==> src/sra_regs.svh <==
// constants for the shared ram arbiter
`ifndef SRA_REGS_SVH
`define SRA_REGS_SVH

// semaphore layout
`define SRA_SEM_WIDTH       2
`define SRA_SEM_HOST_BIT    0
`define SRA_SEM_LOCAL_BIT   1
`define SRA_SEM_RESET       2'h0

// synchroniser depth for pins from the host side
`define SRA_SYNC_DEPTH      2

// number of host pins that carry one-shot events
`define SRA_EVENT_PINS      2
`define SRA_EVT_ACK         0
`define SRA_EVT_IRQ_IN      1

// idle levels of the active-low strobes and enables, and of the active-high latch enable
`define SRA_STROBE_IDLE     1'h1
`define SRA_LATCH_IDLE      1'h0

`endif

==> src/sra_pkg.sv <==
// types for the shared ram arbiter
package sra_pkg;

	// grant owner of the shared ram, one-hot
	typedef enum logic [2:0] {
		SRA_IDLE  = 3'h1,
		SRA_HOST  = 3'h2,
		SRA_LOCAL = 3'h4
	} sra_state_t;

	// set of ram side strobes produced for one granted cycle
	typedef struct packed {
		logic addr_en_n;
		logic data_bus_en_n;
		logic latch_en;
		logic latch_out_en_n;
		logic write_strobe_n;
		logic output_en_n;
	} sra_strobes_t;

endpackage : sra_pkg

==> src/sra_arbiter.sv <==
// shared ram arbiter with host/local strobes and interrupt semaphore
//
// How it works
// - host request drives host address enable low
// - host write drives host data enable low
// - host read opens host data latch
// - host read enables host latch output
// - direction picks ram write strobe or output
// - host acknowledge pulse clears semaphore bit 0
// - host interrupt pulse sets bit 1, local irq
// - local write of bit 0 raises host irq
// - host ready pulled low during host request
// - host request synchronised on falling edges
// - sampled host request drives ram select low
// - local request drives local address enable low
// - local write drives local data enable low
// - local read opens local data latch
// - local read enables local latch output
// - local write of zero drops local irq
// - local ready low while a local request waits on host ownership
// - local request sampled on falling edges
// - ram select low for either granted cycle
`include "sra_regs.svh"

module sra_arbiter (
	input  wire logic                        clock,
	input  wire logic                        rst_b,
	// host side pins, asynchronous to clock
	input  wire logic                        host_ram_request,
	input  wire logic                        host_write_not_read,
	input  wire logic                        host_irq_ack,
	input  wire logic                        host_to_local_irq_in,
	output logic                             host_addr_bus_en_n,
	output logic                             host_data_bus_en_n,
	output logic                             host_data_latch_en,
	output logic                             host_latch_out_en_n,
	output logic                             host_irq_out,
	input  wire logic                        host_ready_in,
	output logic                             host_ready_out,
	output logic                             host_ready_oe,
	// local side pins, synchronous to clock
	input  wire logic                        local_ram_request_n,
	input  wire logic                        local_write_not_read,
	output logic                             local_addr_bus_en_n,
	output logic                             local_data_bus_en_n,
	output logic                             local_data_latch_en,
	output logic                             local_latch_out_en_n,
	output logic                             local_irq_out,
	input  wire logic                        local_ready_in,
	output logic                             local_ready_out,
	output logic                             local_ready_oe,
	// local semaphore write strobe and read back
	input  wire logic                        local_sem_write,
	input  wire logic [`SRA_SEM_WIDTH-1:0]   local_sem_wdata,
	output logic      [`SRA_SEM_WIDTH-1:0]   local_sem_rdata,
	// shared ram strobes
	output logic                             ram_select_n,
	output logic                             ram_output_en_n,
	output logic                             ram_write_strobe_n
);

	////////////////////////////////////////////////////////////////////////
	// decode of one side's strobes from its direction
	function automatic sra_pkg::sra_strobes_t strobes_for(
		input logic owned,
		input logic write_not_read
	);
		sra_pkg::sra_strobes_t s;
		s.addr_en_n      = `SRA_STROBE_IDLE;
		s.data_bus_en_n  = `SRA_STROBE_IDLE;
		s.latch_en       = `SRA_LATCH_IDLE;
		s.latch_out_en_n = `SRA_STROBE_IDLE;
		s.write_strobe_n = `SRA_STROBE_IDLE;
		s.output_en_n    = `SRA_STROBE_IDLE;
		if (owned) begin
			s.addr_en_n = 1'b0;
			if (write_not_read) begin
				s.data_bus_en_n  = 1'b0;
				s.write_strobe_n = 1'b0;
			end else begin
				s.latch_en       = 1'b1;
				s.latch_out_en_n = 1'b0;
				s.output_en_n    = 1'b0;
			end
		end
		return s;
	endfunction : strobes_for

	////////////////////////////////////////////////////////////////////////
	// request sampling on the falling edge
	logic [`SRA_SYNC_DEPTH-1:0] host_req_sync_reg;
	logic                       local_req_n_reg;
	logic                       host_req_s;
	logic                       local_req_s;

	// host request is asynchronous, so two falling-edge flops
	always_ff @(negedge clock or negedge rst_b) begin
		if (!rst_b) begin
			host_req_sync_reg <= '0;
		end else begin
			host_req_sync_reg <= {host_req_sync_reg[0], host_ram_request};
		end
	end

	// local request is already synchronous; one sample is enough
	always_ff @(negedge clock or negedge rst_b) begin
		if (!rst_b) begin
			local_req_n_reg <= 1'b1;
		end else begin
			local_req_n_reg <= local_ram_request_n;
		end
	end

	assign host_req_s  = host_req_sync_reg[`SRA_SYNC_DEPTH-1];
	assign local_req_s = !local_req_n_reg;

	////////////////////////////////////////////////////////////////////////
	// host direction, held through two flops
	logic [`SRA_SYNC_DEPTH-1:0] host_dir_sync_reg;
	logic                       host_dir_s;

	always_ff @(posedge clock or negedge rst_b) begin
		if (!rst_b) begin
			host_dir_sync_reg <= '0;
		end else begin
			host_dir_sync_reg <= {host_dir_sync_reg[0], host_write_not_read};
		end
	end

	assign host_dir_s = host_dir_sync_reg[`SRA_SYNC_DEPTH-1];

	////////////////////////////////////////////////////////////////////////
	// event pins: synchronise, then rising edge gives a one-cycle pulse
	logic [`SRA_EVENT_PINS-1:0] evt_pin;
	logic [`SRA_EVENT_PINS-1:0] evt_pulse;
	assign evt_pin[`SRA_EVT_ACK]    = host_irq_ack;
	assign evt_pin[`SRA_EVT_IRQ_IN] = host_to_local_irq_in;

	generate
		for (genvar i = 0; i < `SRA_EVENT_PINS; i++) begin : g_evt
			logic [`SRA_SYNC_DEPTH:0] evt_sync_reg;
			// the third stage only feeds the edge detector
			always_ff @(posedge clock or negedge rst_b) begin
				if (!rst_b) begin
					evt_sync_reg <= '0;
				end else begin
					evt_sync_reg <= {evt_sync_reg[`SRA_SYNC_DEPTH-1:0],
						evt_pin[i]};
				end
			end
			assign evt_pulse[i] = evt_sync_reg[`SRA_SYNC_DEPTH-1] &
				!evt_sync_reg[`SRA_SYNC_DEPTH];
		end
	endgenerate

	////////////////////////////////////////////////////////////////////////
	// grant state machine
	sra_pkg::sra_state_t state_reg;
	sra_pkg::sra_state_t state_next;

	always_comb begin
		state_next = state_reg;
		case (state_reg)
			sra_pkg::SRA_IDLE: begin
				// host wins a tie so its slow, asynchronous cycle is not held off
				if (host_req_s) begin
					state_next = sra_pkg::SRA_HOST;
				end else if (local_req_s) begin
					state_next = sra_pkg::SRA_LOCAL;
				end
			end
			sra_pkg::SRA_HOST: begin
				if (!host_req_s) begin
					state_next = sra_pkg::SRA_IDLE;
				end
			end
			sra_pkg::SRA_LOCAL: begin
				if (!local_req_s) begin
					state_next = sra_pkg::SRA_IDLE;
				end
			end
			default: begin
				state_next = sra_pkg::SRA_IDLE;
			end
		endcase
	end

	always_ff @(posedge clock or negedge rst_b) begin
		if (!rst_b) begin
			state_reg <= sra_pkg::SRA_IDLE;
		end else begin
			state_reg <= state_next;
		end
	end

	////////////////////////////////////////////////////////////////////////
	// strobes, registered from the next grant
	sra_pkg::sra_strobes_t host_s;
	sra_pkg::sra_strobes_t local_s;
	logic                  host_own;
	logic                  local_own;
	assign host_own  = (state_next == sra_pkg::SRA_HOST);
	assign local_own = (state_next == sra_pkg::SRA_LOCAL);
	assign host_s    = strobes_for(host_own, host_dir_s);
	assign local_s   = strobes_for(local_own, local_write_not_read);

	always_ff @(posedge clock or negedge rst_b) begin
		if (!rst_b) begin
			host_addr_bus_en_n  <= `SRA_STROBE_IDLE;
			host_data_bus_en_n  <= `SRA_STROBE_IDLE;
			host_data_latch_en  <= `SRA_LATCH_IDLE;
			host_latch_out_en_n <= `SRA_STROBE_IDLE;
		end else begin
			host_addr_bus_en_n  <= host_s.addr_en_n;
			host_data_bus_en_n  <= host_s.data_bus_en_n;
			host_data_latch_en  <= host_s.latch_en;
			host_latch_out_en_n <= host_s.latch_out_en_n;
		end
	end

	always_ff @(posedge clock or negedge rst_b) begin
		if (!rst_b) begin
			local_addr_bus_en_n  <= `SRA_STROBE_IDLE;
			local_data_bus_en_n  <= `SRA_STROBE_IDLE;
			local_data_latch_en  <= `SRA_LATCH_IDLE;
			local_latch_out_en_n <= `SRA_STROBE_IDLE;
		end else begin
			local_addr_bus_en_n  <= local_s.addr_en_n;
			local_data_bus_en_n  <= local_s.data_bus_en_n;
			local_data_latch_en  <= local_s.latch_en;
			local_latch_out_en_n <= local_s.latch_out_en_n;
		end
	end

	// only one side is ever owned, so and-ing the lows merges them safely
	always_ff @(posedge clock or negedge rst_b) begin
		if (!rst_b) begin
			ram_select_n       <= `SRA_STROBE_IDLE;
			ram_write_strobe_n <= `SRA_STROBE_IDLE;
			ram_output_en_n    <= `SRA_STROBE_IDLE;
		end else begin
			ram_select_n       <= !(host_own || local_own);
			ram_write_strobe_n <= host_s.write_strobe_n &
				local_s.write_strobe_n;
			ram_output_en_n    <= host_s.output_en_n &
				local_s.output_en_n;
		end
	end

	////////////////////////////////////////////////////////////////////////
	// open-drain ready pins; the pin levels are not read back
	assign host_ready_out  = 1'b0;
	assign local_ready_out = 1'b0;

	always_ff @(posedge clock or negedge rst_b) begin
		if (!rst_b) begin
			host_ready_oe  <= 1'b0;
			local_ready_oe <= 1'b0;
		end else begin
			host_ready_oe  <= host_req_s;
			local_ready_oe <= local_req_s &&
				(state_next == sra_pkg::SRA_HOST);
		end
	end

	////////////////////////////////////////////////////////////////////////
	// semaphore; a hardware set beats a clear in the same cycle
	logic sem_host_reg;
	logic sem_local_reg;

	always_ff @(posedge clock or negedge rst_b) begin
		if (!rst_b) begin
			sem_host_reg <= 1'b0;
		end else if (local_sem_write &&
				local_sem_wdata[`SRA_SEM_HOST_BIT]) begin
			sem_host_reg <= 1'b1;
		end else if (evt_pulse[`SRA_EVT_ACK] || local_sem_write) begin
			sem_host_reg <= 1'b0;
		end
	end

	always_ff @(posedge clock or negedge rst_b) begin
		if (!rst_b) begin
			sem_local_reg <= 1'b0;
		end else if (evt_pulse[`SRA_EVT_IRQ_IN]) begin
			sem_local_reg <= 1'b1;
		end else if (local_sem_write &&
				!local_sem_wdata[`SRA_SEM_LOCAL_BIT]) begin
			sem_local_reg <= 1'b0;
		end
	end

	assign host_irq_out                        = sem_host_reg;
	assign local_irq_out                       = sem_local_reg;
	assign local_sem_rdata[`SRA_SEM_HOST_BIT]  = sem_host_reg;
	assign local_sem_rdata[`SRA_SEM_LOCAL_BIT] = sem_local_reg;
endmodule : sra_arbiter

==> config.mk <==
export PLATFORM = sky130hd
export DESIGN_NAME = sra_arbiter
export DESIGN_NICKNAME = d
export VERILOG_FILES = /design/src/sra_pkg.sv /design/src/sra_arbiter.sv
export VERILOG_INCLUDE_DIRS = /design/src
export SDC_FILE = /design/constraint.sdc
export NUM_CORES = 1
export LEC_CHECK = 0
export BUFFER_PORTS_ARGS = -buffer_cell sky130_fd_sc_hd__buf_2
export CAP_MARGIN = 10
export CORE_MARGIN = 2
export CORE_UTILIZATION = 45
export CTS_CLUSTER_DIAMETER = 200
export DETAILED_ROUTE_END_ITERATION = 8
export PLACE_DENSITY = 0.71
export SETUP_SLACK_MARGIN = 0.5
export SLEW_MARGIN = 20
export SYNTH_ARGS = -nofsm -noshare
export SYNTH_HDL_FRONTEND = slang
export SYNTH_SLANG_ARGS = --single-unit
==> constraint.sdc <==
create_clock -name clock -period 2.08 [get_ports clock]
set_clock_uncertainty 0.15 [all_clocks]
set_input_delay 0.208 -clock clock [delete_from_list [all_inputs] [get_ports clock]]
set_output_delay 0.208 -clock clock [all_outputs]
set_load 0.01 [all_outputs]
==> flow_metrics.env <==
export IMPL_syn_instance_count=66
export IMPL_hold_start="host_req_sync_reg[0]"
export IMPL_drive_gt1_share_pct=55.36
export IMPL_synth_common_cells="dfrtp_1, dfstp_2, o21ai_0"
export IMPL_num_antenna_cells=0
export IMPL_setup_violations=15
export IMPL_async_flop_share_pct=100.0
export IMPL_vias_per_cell=4.252
export IMPL_dieArea_um2=2482
export IMPL_nets=124
export IMPL_cts_max_path_buffers=2
export IMPL_core_um2=1962
export IMPL_cp_slowest_cell="dfrtn_1"
export IMPL_cts_root_buf="clkbuf_4"
export IMPL_rsz0062_at_grt="yes"
export IMPL_grt_total_usage_pct=14.71
export IMPL_path_clk_slew_ns=0.09
export IMPL_r2r_start="host_req_sync_reg[1]"
export IMPL_hp_class="flip-flop to flip-flop"
export IMPL_worstSkewPairLatency_ns=0.36
export IMPL_timing_hold_ws_ns=0.1477
export IMPL_p_leak_nw=0.6358
export IMPL_dpl_hpwl_um=978.6
export IMPL_post_route_drc_count=0
export IMPL_drtIter0Drc=4
export IMPL_ioPinCount=32
export IMPL_crit_type="flip-flop to flip-flop"
export IMPL_start_kind="flip-flop"
export IMPL_ir_drop_uv=633.4
export IMPL_yosys_area_top_type_share_pct=42.38
export IMPL_chipWidth_um=49.82
export IMPL_yosysMostFrequentCell="dfrtp_1"
export IMPL_synthesis_area_um2=944.7
export IMPL_rows=16
export IMPL_endpoint="ram_output_en_n"
export IMPL_fp_dieH_um=49.82
export IMPL_critPathLaunch="host_req_sync_reg[1]"
export IMPL_synthFlopType="dfrtp_1"
export IMPL_cts_sinks=29
export IMPL_cp_max_fo=4
export IMPL_final_cell_area_um2=1314
export IMPL_violations="setup timing"
export IMPL_synth_seq_cells=29
export IMPL_ant_nets=0
export IMPL_dpl_cell_count=120
export IMPL_avgRoutedWirePerCell_um=10.95
export IMPL_syn_area_per_cell_um2=14.31
export IMPL_io_buffers=27
export IMPL_syn_to_final_growth_pct=39.07
export IMPL_power_density_nw_per_um2=1081
export IMPL_cp_end_kind="flip-flop"
export IMPL_synth_warning_count=0
export IMPL_stdcell_count=139
export IMPL_synth_area_leaders="dfrtp_1, dfstp_2, dfrtn_1"
export IMPL_initial_core_util_pct=48.15
export IMPL_critPathArrivalTime_ns=2.55
export IMPL_crit_path_cell_trace="or3b_1, a211o_1, o21a_1"
export IMPL_timing_final_ws_setup_ns=-0.3575
export IMPL_finalMaxSlewViolations=0
export IMPL_htree_levels=2
export IMPL_grt_pass1_wl_um=2559
export IMPL_wl_um=1522
export IMPL_cts_tree="built"
export IMPL_timing_rr_end="ram_output_en_n"
export IMPL_maxCapViolations=0
export IMPL_r2r_cells=3
export IMPL_yosysTopAreaCell="dfrtp_1"
export IMPL_hold_violations=0
export IMPL_drtPass1Iterations=3
export IMPL_vias=591
export IMPL_reg2reg_slack_ns=-0.36
export IMPL_ys_seq_area_share_pct=78.28
export IMPL_gp_congestion=0.7840
export IMPL_slowest_delay_ns=0.34
export IMPL_overflow=0
export IMPL_grt_max_degree=17
export IMPL_numCtsBuffers=5
export IMPL_status="finished, violations left"
export IMPL_grt_antenna_before_repair=0
export IMPL_yosysUniqueCellTypes=20
export IMPL_fillers=152
export IMPL_grt_pass1_vias=599
export IMPL_placed_area_um2=1117
export IMPL_worstPathRequired_ns=2.19
export IMPL_largest_reg_flops=6
export IMPL_synth_edf_count=0
-- cells in the final DEF (no fill, tap or decap), types with 2 or more instances in the layout --
master and n:
conb_1 2, dfstp_2 11, inv_2 2, nand2b_1 3, clkinv_2 2, dlygate4sd3_1 9
buf_4 4, dfrtp_1 16, inv_4 2, nand2_1 2, o21ai_0 5, clkbuf_4 5
dfrtn_1 2, buf_2 27, o21ai_1 2, inv_1 4
-- critical path, delay by kind of cell (launching register included) --
| kind | cells | cell delay (ns) |
|---|---|---|
| AOI/OAI and AO/OA | 2 | 0.52 |
| DFF | 1 | 0.34 |
| and+or+nand+nor | 1 | 0.34 |
-- worst min-delay path by stage --
stage                                     endpoint  slack (ns)  cells after the start
final                         host_req_sync_reg[1]        0.15                      0
after global routing          host_req_sync_reg[1]        0.15                      0
after CTS                     host_req_sync_reg[1]        0.15                      0
after detailed placement  g_evt[1].evt_sync_reg[0]       -0.04                      1
after global placement    g_evt[1].evt_sync_reg[0]       -0.05                      1
after floorplan           g_evt[0].evt_sync_reg[0]       -0.24                      0
-- stage by stage --
step / power, mW / setup WS [ns] / util, % / setup TNS [ns]
floorplan: 0.9520 / -0.3577 / - / -2.117
global placement: 1.055 / -0.3502 / 56.95 / -2.682
detailed placement: 1.063 / -0.3697 / 56.95 / -3.006
CTS: 1.411 / -0.3631 / 66.14 / -3.551
global route: 1.524 / -0.4124 / 66.96 / -4.355
finish: 1.420 / -0.3575 / 66.96 / -3.538
-- logic make-up (layout without fill, tap and decap cells) --
kind of cell	count (synthesis)	after routing	share of synthesized area [%]
flip-flops	29	29	78.28
AND/OR/NAND/NOR	13	13	7.551
AO/OA/AOI/OAI	11	11	6.888
buffers and inverters	11	56	5.960
other	1	2	0.3970
XOR/XNOR	1	1	0.9273
-- routing by layer --
| metal | routed length [um] | share of wire (%) | vias up | GRT usage (%) |
|---|---|---|---|---|
| met5 | 0 | 0 | - | 0 |
| met4 | 21 | 1.4 | 0 | 7.870 |
| met3 | 82 | 5.4 | 2 | 6.364 |
| met2 | 812 | 53 | 18 | 23.56 |
| met1 | 607 | 40 | 275 | 16.49 |
| li1 | - | - | 296 | - |
-- layout make-up --
class	count	area, um2	share of cell area [%]
flip-flops and latches	29	739.5	56.29
repair buffers	41	266.5	20.29
multi-input cells	27	191.4	14.57
clock buffers	5	37.54	2.857
well taps	27	33.78	2.571
inverters	6	25.02	1.905
clock inverters	4	20.02	1.524
-- timing repair --
action	4_1_cts	5_1_grt
hold endpoints to repair	24	0
gates resized for setup	6	4
pin swaps	3	4
setup buffers	2	0
hold buffers	9	0
setup endpoints to repair	16	16
cloned	0	0
-- power by group --
part / leakage [nW] / internal [mW] / switching (mW) / total (mW)
Clock: 0.0406 / 0.131 / 0.190 / 0.320
Sequential: 0.335 / 0.709 / 0.0475 / 0.756
Combinational: 0.260 / 0.165 / 0.178 / 0.343
Note: power is estimated with default switching activity, not from simulation.
